<file path="src/core/sacc_map.vh">
// constants of the scratchpad, alarm and chain controller
`ifndef SACC_MAP_VH
`define SACC_MAP_VH

// scratchpad byte addresses
`define SACC_OFS_TEMP_LSB 4'h0
`define SACC_OFS_TEMP_MSB 4'h1
`define SACC_OFS_HIGH_TH 4'h2
`define SACC_OFS_LOW_TH 4'h3
`define SACC_OFS_CONFIG 4'h4
`define SACC_OFS_RSVD5 4'h5
`define SACC_OFS_RSVD6 4'h6
`define SACC_OFS_RSVD7 4'h7
`define SACC_OFS_CRC 4'h8

// reset and constant contents
`define SACC_RST_TEMP 16'h0550
`define SACC_RST_HIGH_TH 8'h55
`define SACC_RST_LOW_TH 8'h00
`define SACC_RST_RES 2'h3
`define SACC_VAL_RSVD5 8'hFF
`define SACC_VAL_RSVD6 8'h0C
`define SACC_VAL_RSVD7 8'h10
`define SACC_VAL_IDLE_TX 8'hFF

// configuration field positions
`define SACC_CFG_RES_LSB 5
`define SACC_CFG_RES_MSB 6
`define SACC_CFG_FIXED_ONES 5'h1F
`define SACC_CFG_TOP_BIT 1'b0

// command codes
`define SACC_CMD_WRITE_SP 8'h4E
`define SACC_CMD_READ_SP 8'hBE

// chain control codes
`define SACC_CHAIN_CODE_OFF 8'h3C
`define SACC_CHAIN_CODE_ON 8'h5A
`define SACC_CHAIN_CODE_DONE 8'h96

// chain state encodings
`define SACC_CHAIN_OFF 2'h0
`define SACC_CHAIN_ON 2'h1
`define SACC_CHAIN_DONE 2'h2

// crc feedback mask for x8+x5+x4+1, reflected
`define SACC_CRC_POLY 8'h8C
`define SACC_CRC_INIT 8'h00

`endif
</file>
<file path="src/core/sacc_alarm.v">
// threshold comparison of a conversion result
`default_nettype none

module sacc_alarm
(
    input wire [15:0] i_temp,
    input wire [7:0] i_high_th,
    input wire [7:0] i_low_th,
    output wire o_alarm_hit
);

    // fractional bits are dropped, so 24.9 compares as 24
    wire [7:0] int_part;
    assign int_part = {i_temp[15], i_temp[10:4]};

    assign o_alarm_hit = ($signed(int_part) >= $signed(i_high_th))
        || ($signed(int_part) <= $signed(i_low_th));

endmodule // sacc_alarm
`default_nettype wire

</file>
<file path="src/core/sacc_crc8.v">
// byte-wise crc accumulator for the scratchpad read
`include "sacc_map.vh"
`default_nettype none

module sacc_crc8
(
    input wire i_sys_clk,
    input wire i_srst,
    input wire i_clr,
    input wire i_en,
    input wire [7:0] i_byte,
    output reg [7:0] o_crc
);

    // lsb first, one bit per loop turn, same result as the serial shifter
    function [7:0] crc_step;
        input [7:0] c_in;
        input [7:0] b_in;
        reg [7:0] c;
        reg fb;
        integer k;
        begin
            c = c_in;
            for (k = 0; k < 8; k = k + 1)
            begin
                fb = c[0] ^ b_in[k];
                c = {1'b0, c[7:1]};
                if (fb)
                    c = c ^ `SACC_CRC_POLY;
            end
            crc_step = c;
        end
    endfunction

    always @(posedge i_sys_clk)
    begin
        if (i_srst || i_clr)
            o_crc <= `SACC_CRC_INIT;
        else if (i_en)
            o_crc <= crc_step(o_crc, i_byte);
    end

endmodule // sacc_crc8
`default_nettype wire

</file>
<file path="src/core/sacc_ctrl.v">
// device function logic: scratchpad, alarm, resolution, pio latches, chain
//
// Overview of operation
// - each finished conversion is compared against the high and low thresholds.
// - thresholds are 8-bit two's complement values, one degree per step.
// - alarm sets when result is at or above high, or at or below low.
// - alarm stays set until a later reading lies strictly between thresholds.
// - config bits 6:5 select 9, 10, 11 or 12 bit resolution.
// - config bit 7 reads 0, bits 4:0 read 1, writes ignored.
// - configuration starts at 12-bit resolution.
// - each pin pulldown follows its own latch; latches start with pulldowns off.
// - three chain states, off after reset; in off only pio commands rule pins.
// - chain on: done pin pull-up on, other pin is active-low enable.
// - conditional read answered only in chain on with enable low.
// - chain done: done pin pulled low, enable ignored, no conditional read.
// - standard speed after reset; overdrive only when explicitly selected.
// - write command 4Eh takes high, low, config bytes into bytes 2-4.
// - read command BEh sends bytes 0 to 7 in order, lsb first.
// - a ninth read byte carries the crc of the eight scratchpad bytes.
// - a bus reset abandons any transfer and returns to idle.
// - crc uses x8+x5+x4+1, starts at zero, lsb first.
// - temperature held as 16-bit sign-extended value, four fraction bits.
// - chain codes 3Ch off, 5Ah on, 96h done; others change nothing.
`include "sacc_map.vh"
`default_nettype none

module sacc_ctrl
(
    input wire i_sys_clk,
    input wire i_srst,
    input wire i_bus_reset,
    input wire i_cmd_valid,
    input wire [7:0] i_cmd_byte,
    input wire i_rx_valid,
    input wire [7:0] i_rx_byte,
    input wire i_tx_req,
    output reg o_tx_valid,
    output reg [7:0] o_tx_byte,
    input wire i_conv_done,
    input wire [15:0] i_conv_result,
    input wire i_od_set,
    input wire i_od_clear,
    input wire i_chain_valid,
    input wire [7:0] i_chain_byte,
    input wire i_pio_wr_valid,
    input wire [1:0] i_pio_wr_data,
    input wire i_pio_a_in,
    input wire i_pio_b_in,
    output wire o_pio_a_out,
    output reg o_pio_a_oe_n,
    output reg o_pio_a_pullup_en,
    output wire o_pio_b_out,
    output reg o_pio_b_oe_n,
    output reg [1:0] o_pio_pin_state,
    output reg [1:0] o_pio_latch,
    output reg o_alarm_flag,
    output reg o_cond_read_enable,
    output reg o_overdrive_speed_flag,
    output reg o_resolution_select_low,
    output reg o_resolution_select_high
);

    localparam [1:0] ST_IDLE = 2'h0;
    localparam [1:0] ST_WRITE = 2'h1;
    localparam [1:0] ST_READ = 2'h2;
    localparam [3:0] WR_LAST = 4'h2;

    reg [1:0] state_q;
    reg [1:0] state_d;
    reg [3:0] idx_q;
    reg [3:0] idx_d;
    reg [15:0] temp_q;
    reg [7:0] high_th_q;
    reg [7:0] low_th_q;
    reg [1:0] res_q;
    reg [1:0] chain_q;
    reg [1:0] chain_d;
    reg [1:0] latch_q;
    reg alarm_q;
    reg od_q;
    reg [2:0] a_sync_q;
    reg [2:0] b_sync_q;
    reg a_pin_q;
    reg b_pin_q;
    reg [7:0] tx_d;
    reg crc_clr;
    reg crc_en;
    wire [7:0] crc_val;
    wire alarm_hit;

    // config byte as seen on the bus, fixed bits forced
    function [7:0] cfg_byte;
        input [1:0] res;
        begin
            cfg_byte = {`SACC_CFG_TOP_BIT, res, `SACC_CFG_FIXED_ONES};
        end
    endfunction

    // scratchpad byte multiplexer, also feeds the crc
    function [7:0] sp_byte;
        input [3:0] idx;
        input [15:0] temp;
        input [7:0] th;
        input [7:0] tl;
        input [1:0] res;
        input [7:0] crc;
        begin
            case (idx)
                `SACC_OFS_TEMP_LSB: sp_byte = temp[7:0];
                `SACC_OFS_TEMP_MSB: sp_byte = temp[15:8];
                `SACC_OFS_HIGH_TH: sp_byte = th;
                `SACC_OFS_LOW_TH: sp_byte = tl;
                `SACC_OFS_CONFIG: sp_byte = cfg_byte(res);
                `SACC_OFS_RSVD5: sp_byte = `SACC_VAL_RSVD5;
                `SACC_OFS_RSVD6: sp_byte = `SACC_VAL_RSVD6;
                `SACC_OFS_RSVD7: sp_byte = `SACC_VAL_RSVD7;
                `SACC_OFS_CRC: sp_byte = crc;
                default: sp_byte = `SACC_VAL_IDLE_TX;
            endcase
        end
    endfunction

    sacc_alarm u_alarm
    (
        .i_temp(i_conv_result),
        .i_high_th(high_th_q),
        .i_low_th(low_th_q),
        .o_alarm_hit(alarm_hit)
    );

    sacc_crc8 u_crc
    (
        .i_sys_clk(i_sys_clk),
        .i_srst(i_srst),
        .i_clr(crc_clr),
        .i_en(crc_en),
        .i_byte(tx_d),
        .o_crc(crc_val)
    );

    // command sequencer
    always @*
    begin
        state_d = state_q;
        idx_d = idx_q;
        tx_d = `SACC_VAL_IDLE_TX;
        crc_clr = 1'b0;
        crc_en = 1'b0;
        if (i_bus_reset)
        begin
            state_d = ST_IDLE;
            idx_d = 4'h0;
        end
        else if (i_cmd_valid)
        begin
            idx_d = 4'h0;
            crc_clr = 1'b1;
            if (i_cmd_byte == `SACC_CMD_WRITE_SP)
                state_d = ST_WRITE;
            else if (i_cmd_byte == `SACC_CMD_READ_SP)
                state_d = ST_READ;
            else
                state_d = ST_IDLE;
        end
        else
        begin
            case (state_q)
                ST_WRITE:
                begin
                    if (i_rx_valid)
                    begin
                        idx_d = idx_q + 4'h1;
                        if (idx_q == WR_LAST)
                            state_d = ST_IDLE;
                    end
                end
                ST_READ:
                begin
                    if (i_tx_req)
                    begin
                        tx_d = sp_byte(idx_q, temp_q, high_th_q, low_th_q, res_q,
                            crc_val);
                        crc_en = (idx_q < `SACC_OFS_CRC);
                        if (idx_q == `SACC_OFS_CRC)
                            state_d = ST_IDLE;
                        else
                            idx_d = idx_q + 4'h1;
                    end
                end
                default:
                begin
                    state_d = ST_IDLE;
                end
            endcase
        end
    end

    always @(posedge i_sys_clk)
    begin
        if (i_srst)
        begin
            state_q <= ST_IDLE;
            idx_q <= 4'h0;
            o_tx_valid <= 1'b0;
            o_tx_byte <= `SACC_VAL_IDLE_TX;
        end
        else
        begin
            state_q <= state_d;
            idx_q <= idx_d;
            // idle reads answer all ones, like a released line
            o_tx_valid <= i_tx_req && !i_bus_reset && !i_cmd_valid;
            if (i_tx_req)
                o_tx_byte <= tx_d;
        end
    end

    // scratchpad user bytes; a partial write keeps what already arrived
    always @(posedge i_sys_clk)
    begin
        if (i_srst)
        begin
            high_th_q <= `SACC_RST_HIGH_TH;
            low_th_q <= `SACC_RST_LOW_TH;
            res_q <= `SACC_RST_RES;
        end
        else if (state_q == ST_WRITE && i_rx_valid && !i_bus_reset && !i_cmd_valid)
        begin
            case (idx_q)
                4'h0: high_th_q <= i_rx_byte;
                4'h1: low_th_q <= i_rx_byte;
                4'h2: res_q <= i_rx_byte[`SACC_CFG_RES_MSB:`SACC_CFG_RES_LSB];
                default: res_q <= res_q;
            endcase
        end
    end

    // conversion result and alarm flag
    always @(posedge i_sys_clk)
    begin
        if (i_srst)
        begin
            temp_q <= `SACC_RST_TEMP;
            alarm_q <= 1'b0;
        end
        else if (i_conv_done)
        begin
            temp_q <= i_conv_result;
            // apart from reset, a reading between the thresholds is the only thing that clears it
            alarm_q <= alarm_hit;
        end
    end

    // speed flag; set wins when both arrive together
    always @(posedge i_sys_clk)
    begin
        if (i_srst)
            od_q <= 1'b0;
        else if (i_od_set)
            od_q <= 1'b1;
        else if (i_od_clear)
            od_q <= 1'b0;
    end

    // chain state decode
    always @*
    begin
        chain_d = chain_q;
        if (i_chain_valid)
        begin
            case (i_chain_byte)
                `SACC_CHAIN_CODE_OFF: chain_d = `SACC_CHAIN_OFF;
                `SACC_CHAIN_CODE_ON: chain_d = `SACC_CHAIN_ON;
                `SACC_CHAIN_CODE_DONE: chain_d = `SACC_CHAIN_DONE;
                default: chain_d = chain_q;
            endcase
        end
    end

    always @(posedge i_sys_clk)
    begin
        if (i_srst)
        begin
            chain_q <= `SACC_CHAIN_OFF;
            latch_q <= 2'h3;
        end
        else
        begin
            chain_q <= chain_d;
            // pio writes only count in chain off
            if (i_pio_wr_valid && chain_q == `SACC_CHAIN_OFF)
                latch_q <= i_pio_wr_data;
        end
    end

    // pin synchronisers: a level counts once stages two and three agree
    always @(posedge i_sys_clk)
    begin
        if (i_srst)
        begin
            a_sync_q <= 3'h7;
            b_sync_q <= 3'h7;
            a_pin_q <= 1'b1;
            b_pin_q <= 1'b1;
        end
        else
        begin
            a_sync_q <= {a_sync_q[1:0], i_pio_a_in};
            b_sync_q <= {b_sync_q[1:0], i_pio_b_in};
            if (a_sync_q[1] == a_sync_q[2])
                a_pin_q <= a_sync_q[2];
            if (b_sync_q[1] == b_sync_q[2])
                b_pin_q <= b_sync_q[2];
        end
    end

    // pin drivers and status outputs
    always @(posedge i_sys_clk)
    begin
        if (i_srst)
        begin
            o_pio_a_oe_n <= 1'b1;
            o_pio_b_oe_n <= 1'b1;
            o_pio_a_pullup_en <= 1'b0;
            o_pio_pin_state <= 2'h3;
            o_pio_latch <= 2'h3;
            o_alarm_flag <= 1'b0;
            o_cond_read_enable <= 1'b0;
            o_overdrive_speed_flag <= 1'b0;
            o_resolution_select_low <= 1'b1;
            o_resolution_select_high <= 1'b1;
        end
        else
        begin
            case (chain_q)
                `SACC_CHAIN_ON:
                begin
                    o_pio_a_oe_n <= 1'b1;
                    o_pio_a_pullup_en <= 1'b1;
                    o_pio_b_oe_n <= 1'b1;
                end
                `SACC_CHAIN_DONE:
                begin
                    o_pio_a_oe_n <= 1'b0;
                    o_pio_a_pullup_en <= 1'b0;
                    o_pio_b_oe_n <= 1'b1;
                end
                default:
                begin
                    o_pio_a_oe_n <= latch_q[0];
                    o_pio_a_pullup_en <= 1'b0;
                    o_pio_b_oe_n <= latch_q[1];
                end
            endcase
            o_pio_pin_state <= {b_pin_q, a_pin_q};
            // latches read back as ones outside chain off
            o_pio_latch <= (chain_q == `SACC_CHAIN_OFF) ? latch_q : 2'h3;
            o_alarm_flag <= alarm_q;
            // the enable pin is ignored outside chain on
            o_cond_read_enable <= (chain_q == `SACC_CHAIN_ON) && !b_pin_q;
            o_overdrive_speed_flag <= od_q;
            o_resolution_select_low <= res_q[0];
            o_resolution_select_high <= res_q[1];
        end
    end

    // open-drain pins only ever pull low
    assign o_pio_a_out = 1'b0;
    assign o_pio_b_out = 1'b0;

endmodule // sacc_ctrl
`default_nettype wire

</file>
<file path="config.mk">
export PLATFORM = sky130hd
export DESIGN_NAME = sacc_ctrl
export DESIGN_NICKNAME = d
export VERILOG_FILES = /design/src/core/sacc_alarm.v /design/src/core/sacc_crc8.v /design/src/core/sacc_ctrl.v
export VERILOG_INCLUDE_DIRS = /design/src /design/src/core
export SDC_FILE = /design/constraint.sdc
export NUM_CORES = 1
export LEC_CHECK = 0
export ABC_AREA = 1
export CAP_MARGIN = 10
export CORE_MARGIN = 1
export CORE_UTILIZATION = 60
export DETAILED_ROUTE_END_ITERATION = 10
export DONT_BUFFER_PORTS = 1
export HOLD_SLACK_MARGIN = 0.05
export PLACE_DENSITY = 0.73
export SYNTH_ARGS = -nofsm -noshare
export SYNTH_HDL_FRONTEND = slang
export SYNTH_HIERARCHICAL = 1
export SYNTH_SLANG_ARGS = --single-unit
</file>
<file path="constraint.sdc">
create_clock -name i_sys_clk -period 5.6 [get_ports i_sys_clk]
set_input_delay 1.68 -clock i_sys_clk [delete_from_list [all_inputs] [get_ports i_sys_clk]]
set_output_delay 1.68 -clock i_sys_clk [all_outputs]
set_load 0.01 [all_outputs]
</file>
# [After elaboration in Yosys (flattened, before gate mapping)]
# Index checks and enable logic that the tools add are counted.
[word_totals] reg_bits=83 output_inout_bits=23 wordCells=150
[op_classes] add_sub_neg=1 order_cmp=3 n_eq_ne=25 n_mux=50 bitwise_logic=17 reduce_logical=27
[ops] op="$mux 8" n=26
[ops] op="$pmux 8 s8" n=1
[ops] op="$not 2->3" n=8
[ops] op="$eq 8x7->1 const B" n=2
[ops] op="$eq 8x8->1 const B" n=2
[ops] op="$mux 2" n=7
[ops] op="$eq 4x3->1 const B" n=3
[ops] op="$mux 4" n=3
[ops] op="$ne 3x3->1 const B" n=4
[ops] op="$mux 1" n=9
[ops] op="$eq 4x2->1 const B" n=2
[ops] op="$eq 8x6->1 const B" n=1
[ops] op="$ge 8x8->1" n=1
[ops] op="$le 8x8->1" n=1
[ops] op="$pmux 4 s2" n=1
[ops] op="$reduce_and 2->1" n=4
[ops] op="$reduce_and 4->1" n=2
[ops] op="$xor 1x1->1" n=8
[ops] op="$logic_and 1x1->1" n=7
[ops] op="$ne 2x2->1 const B" n=3
[ops] op="$pmux 2 s3" n=1
[ops] op="$reduce_or 3->1" n=2
[ops] op="$add 4x1->4 const B" n=1
[ops] op="$eq 2x1->1 const B" n=2
[ops] op="15 further kinds" n=22

# [Longest topological paths before layout]
[depth] depth_word=36 mapped_depth=22 mapped_depth_nobuf=21

# [By module]
# Netlist, hierarchy kept.
[by_module_without_submodules] module="sacc_ctrl" n_inst=1 cells_per_inst=491 area_each_um2=3527.1
[by_module_without_submodules] module="sacc_crc8" n_inst=1 cells_per_inst=105 area_each_um2=683.2
[by_module_without_submodules] module="sacc_alarm" n_inst=1 cells_per_inst=76 area_each_um2=451.7

# [Least setup slack after synthesis]
# No wires, ideal clock.
[synth_path] kind="input -> register" from="input port i_tx_req" to="register u_crc.o_crc[2]" setup_ps=109 arrival_ps=3050 setup_slack_ps=2441 path_stages=18 path_buffers=1 path_cell_list="buf_4 > nand2_2 > nor2_2 > nand2_1 > nor2_1 > nand3_2 > inv_1 > nand2_1 > nand2_2 > nand2_2 > nand2_4 > nand2_1 > nand2_2 > inv_1 > nand3_1 > nand3_1 > nand2_1 > inv_1"
[synth_via] elab_chain_cells=30
[synth_rtl] element="start, declared" line_no="sacc_ctrl.v:36" rtl="input wire i_tx_req,"
[synth_rtl] element="$mux 8 *" line_no="sacc_ctrl.v:179" rtl="if (i_tx_req)"
[synth_rtl] element="$mux 8 *" line_no="sacc_ctrl.v:167" rtl="case (state_q)"
[synth_rtl] element="$mux 8 *" line_no="sacc_ctrl.v:154" rtl="else if (i_cmd_valid)"
[synth_rtl] element="$mux 8 *" line_no="sacc_ctrl.v:149" rtl="if (i_bus_reset)"
[synth_rtl] element="via tx_d[0]" line_no="sacc_ctrl.v:85" rtl="reg [7:0] tx_d;"
[synth_rtl] element="$xor 1x1->1 *" line_no="sacc_crc8.v:26" rtl="fb = c[0] ^ b_in[k];"
[synth_rtl] element="$mux 8 *" line_no="sacc_crc8.v:28" rtl="if (fb)"
[synth_rtl] element="$mux 8 *" line_no="sacc_crc8.v:39" rtl="else if (i_en)"
[synth_rtl] element="[... 15 more ...]"
[synth_rtl] element="$mux 8 *" line_no="sacc_crc8.v:39"
[synth_rtl] element="$mux 8 *" line_no="sacc_crc8.v:37" rtl="if (i_srst || i_clr)"
[synth_rtl] element="$xor 1x1->1 / $mux 8 (equally long branches)" line_no="sacc_crc8.v:26, sacc_crc8.v:37"
[synth_rtl] element="$mux 8 *" line_no="sacc_crc8.v:28"
[synth_rtl] element="$mux 8 *" line_no="sacc_crc8.v:39"
[synth_rtl] element="$mux 8 *" line_no="sacc_crc8.v:37"
[synth_rtl] element="$not 2->3 (no line) / $xor 1x1->1 (equally long branches)"
[synth_rtl] element="$mux 8 *" line_no="sacc_crc8.v:28"
[synth_rtl] element="end signal, assigned" line_no="sacc_crc8.v:38" rtl="o_crc <= `SACC_CRC_INIT;"
[synth_rtl] element="end signal, assigned" line_no="sacc_crc8.v:40" rtl="o_crc <= crc_step(o_crc, i_byte);"
[synth_rtl] element="end, declared" line_no="sacc_crc8.v:12" rtl="output reg [7:0] o_crc"
# Mark *: on every way through the listed nets, which the timed path passes. The rest lies on a longest branch. The select of a mux whose other input is x is not followed.
# A chain may end at the register's enable or synchronous reset.

# [Worst setup path in the final report]
[layout_path] from="input port i_cmd_valid" to="register u_crc.o_crc[2]"
[layout_via] elab_chain_cells=28
[layout_rtl] element="start, declared" line_no="sacc_ctrl.v:32" rtl="input wire i_cmd_valid,"
[layout_rtl] element="$mux 8 *" line_no="sacc_ctrl.v:154"
[layout_rtl] element="$mux 8 *" line_no="sacc_ctrl.v:149"
[layout_rtl] element="via tx_d[0]" line_no="sacc_ctrl.v:85"
[layout_rtl] element="$xor 1x1->1 *" line_no="sacc_crc8.v:26"
[layout_rtl] element="$mux 8 *" line_no="sacc_crc8.v:28"
[layout_rtl] element="$mux 8 *" line_no="sacc_crc8.v:39"
[layout_rtl] element="$mux 8 *" line_no="sacc_crc8.v:37"
[layout_rtl] element="$mux 8 *" line_no="sacc_crc8.v:28"
[layout_rtl] element="[... 13 more ...]"
[layout_rtl] element="$mux 8 *" line_no="sacc_crc8.v:39"
[layout_rtl] element="$mux 8 *" line_no="sacc_crc8.v:37"
[layout_rtl] element="$xor 1x1->1 / $mux 8 (equally long branches)" line_no="sacc_crc8.v:26, sacc_crc8.v:37"
[layout_rtl] element="$mux 8 *" line_no="sacc_crc8.v:28"
[layout_rtl] element="$mux 8 *" line_no="sacc_crc8.v:39"
[layout_rtl] element="$mux 8 *" line_no="sacc_crc8.v:37"
[layout_rtl] element="$not 2->3 (no line) / $xor 1x1->1 (equally long branches)"
[layout_rtl] element="$mux 8 *" line_no="sacc_crc8.v:28"
# Marks and branches as above.

==> results.json <==
{
  "status": "finished clean",
  "peakVddDrop_v": 0.0002385,
  "routedWlPerCell_um": 13.75,
  "ys_seq_elements": 83,
  "regArea_um2": 1662,
  "num_io_pins": 78,
  "grt_usage_pct": 27.58,
  "tritoncts": "done",
  "synth_ff_type": "dfxtp_1",
  "cp_top_family": "simple AND/OR/NAND/NOR gates",
  "crit_type": "input pin to flip-flop",
  "io_buffers": 0,
  "drc_errors": 0,
  "ctsLongestPathBuffers": 2,
  "dpl_cell_area_um2": 4656,
  "hold_viol": 0,
  "leakagePower_nw": 2.262,
  "synthMuxAreaShare_pct": 0,
  "path_buf_inv": 3,
  "synth_top_family_by_area": "simple AND/OR/NAND/NOR gates",
  "antenna_left": 0,
  "synth-edff-count": 0,
  "skew_ps": 10.12,
  "post_cts_buffers": 0,
  "initial_core_util_pct": 63.26,
  "netlist_top_cells_area": "dfxtp_1 36%, nand2_1 12%, nor2_1 8.4%",
  "cts-htree-levels": 3,
  "fin_setup_tns_ps": 0,
  "tightest_slew_ps": 1101,
  "synth-seq-area-share_pct": 35.64,
  "wirelength_um": 10540,
  "clkSinkCount": 83,
  "end_kind": "flip-flop",
  "die_area_um2": 8126,
  "cts-root-buf": "clkbuf_8",
  "synth_compound_area_share_pct": 9.877,
  "grt_antenna_before_repair": 0,
  "routed_via_density": 5.213,
  "timing.final.max_slew_violations": 0,
  "max_freq_mhz": 329.2,
  "dr.pass1.iters": 6,
  "fin_nets": 742,
  "die_x_um": 90.15,
  "synthXorXnorAreaFrac_pct": 3.301,
  "grt_max_degree": 42,
  "slowest_delay_ps": 150,
  "syn_area_per_cell_um2": 6.937,
  "cts_made_buffers": 9,
  "ys_warn_count": 6,
  "area_growth_pct": 4.160,
  "num_antenna_cells": 0,
  "synth-async-reset-ratio_pct": 0,
  "drtIter0Drc": 247,
  "grt_pass1_wl_um": 17890,
  "rsz0062_at_grt": "false",
  "crit_path_top_delay_cell": "nor2_2",
  "period_share_pct": 54.24,
  "syn_area_um2": 4662,
  "die_y_um": 90.15,
  "crit_fanout": 4,
  "r2r-start": "idx_q[0]$_SDFFE_PP0P_",
  "crit_required_ps": 5870,
  "slew_headroom_pct": 26.53,
  "ys_types": 37,
  "fin_area_um2": 4856,
  "syn_inst": 672,
  "maxCapViolCount": 0,
  "powerDensity_nw_per_um2": 231.7,
  "clkSlewWorstSetupHoldPaths_ps": 90,
  "clk_latency_ps": 370,
  "crit_arrival_ps": 3310,
  "startpoint_type": "input pin",
  "place_hpwl_um": 8095,
  "grt_pass1_vias": 3849,
  "ctsHoldBuffers": 0,
  "period_needed_ps": 3037,
  "fillers": 696,
  "crit_start": "i_cmd_valid",
  "hold_start": "a_sync_q[0]$_SDFF_PP1_",
  "setup_viol": 0,
  "synth-simple-area-share_pct": 34.78,
  "place.gp.congestion": 0.8552,
  "crit_chain": "nor2_4 > nand2_2 > nor2_2 > nand2_1 > nor2_1 > nand3_2 > inv_1 > nand2_1 > nand2_2 > nand2_2 > nand2_4 > nand2_1 > nand2_2 > inv_1 > nand3_1 > nand3_1 > nand2_1 > inv_1",
  "synth_top_cell_by_area": "dfxtp_1",
  "multi_input_comb_area_um2": 2544,
  "grt_overflow": 0,
  "hold_path.class": "flip-flop to flip-flop",
  "coreArea_um2": 7370,
  "drive_above_1_share_pct": 10.33,
  "final_util_pct": 65.89,
  "yosysTopAreaCellShare_pct": 35.64,
  "layout_commonest_cell": "nand2_1",
  "vias": 3998,
  "synthAdderAreaFrac_pct": 6.441,
  "rows": 31,
  "ctsResizeCount": 0,
  "mostFrequentLayoutCells": "143 x nand2_1, 104 x nor2_1, 83 x dfxtp_1"
}
kinds of logic (layout without fill, tap and decap cells):
kind of cell / count (synthesis) / count (layout)
other cells: 1 / 2
compound gates: 87 / 87
simple gates: 354 / 354
flops: 83 / 83
xor+xnor: 15 / 15
buf+inv: 108 / 103
fa+ha+maj: 24 / 24
area by class of cell:
class / count / area share (%)
sequential: 83 / 34.22
tap: 99 / 2.551
clock buffer: 9 / 2.551
multi-input combinational: 482 / 52.38
clock inverter: 7 / 1.572
inverter: 87 / 6.725
per-stage QoR:
stage / power, mW / cells / setup WS [ps] / hold slack [ps]
final: 1.125 / 767 / 2563 / 418.5
after global routing: 1.170 / 767 / 2358 / 430.8
after CTS: 1.135 / 767 / 2591 / 427.5
after detailed placement: 0.6955 / 751 / 2199 / 406.8
after global placement: 0.6930 / 751 / 2277 / 398.9
after floorplan: 0.6863 / 673 / 2441 / 389.5
where the power goes:
part	internal, mW	switching (mW)
Clock	0.209	0.234
Combinational	0.0250	0.0388
Sequential	0.607	0.0108
Total	0.841	0.284
layer usage:
layer / track usage (%) / share of wire, % / routed length (um) / vias to the layer above
li1: - / - / - / 2092
met1: 35.76 / 46 / 4902 / 1785
met2: 46.06 / 47 / 4945 / 111
met3: 7.022 / 5.7 / 598 / 10
met4: 6.183 / 0.91 / 96 / 0
met5: 0 / 0 / 0 / -
final timing paths:
path / to / slack [ps] / depth (start not counted)
setup / recovery: u_crc/o_crc[2]$_SDFFE_PP0P_ / 2560 / 18
hold / removal: a_sync_q[1]$_SDFF_PP1_ / 420 / 1
setup reg to reg: u_crc/o_crc[2]$_SDFFE_PP0P_ / 2960 / 17
hold reg to reg: a_sync_q[1]$_SDFF_PP1_ / 420 / 1
registers in the layout, indices dropped and copies added (netlist names), 2 cells and up:
signal and cells:
temp_q 16, high_th_q 8, low_th_q 8, o_tx_byte 8
u_crc/o_crc 8, idx_q 4, a_sync_q 3, b_sync_q 3
chain_q 2, latch_q 2, o_pio_latch 2, o_pio_pin_state 2
res_q 2, state_q 2
cell usage after synthesis (all sizes together) (2+ instances only):
cell    number
nand2      158
nor2       111
inv         86
dfxtp       83
nand3       65
o21ai       45
a21oi       34
ha          24
buf         11
or2         11
clkbuf      10
xnor2        8
xor2         7
o211ai       4
nand4        3
nor3         3
a21o         2
nand3b       2
Power figures use the tool's default switching activity.
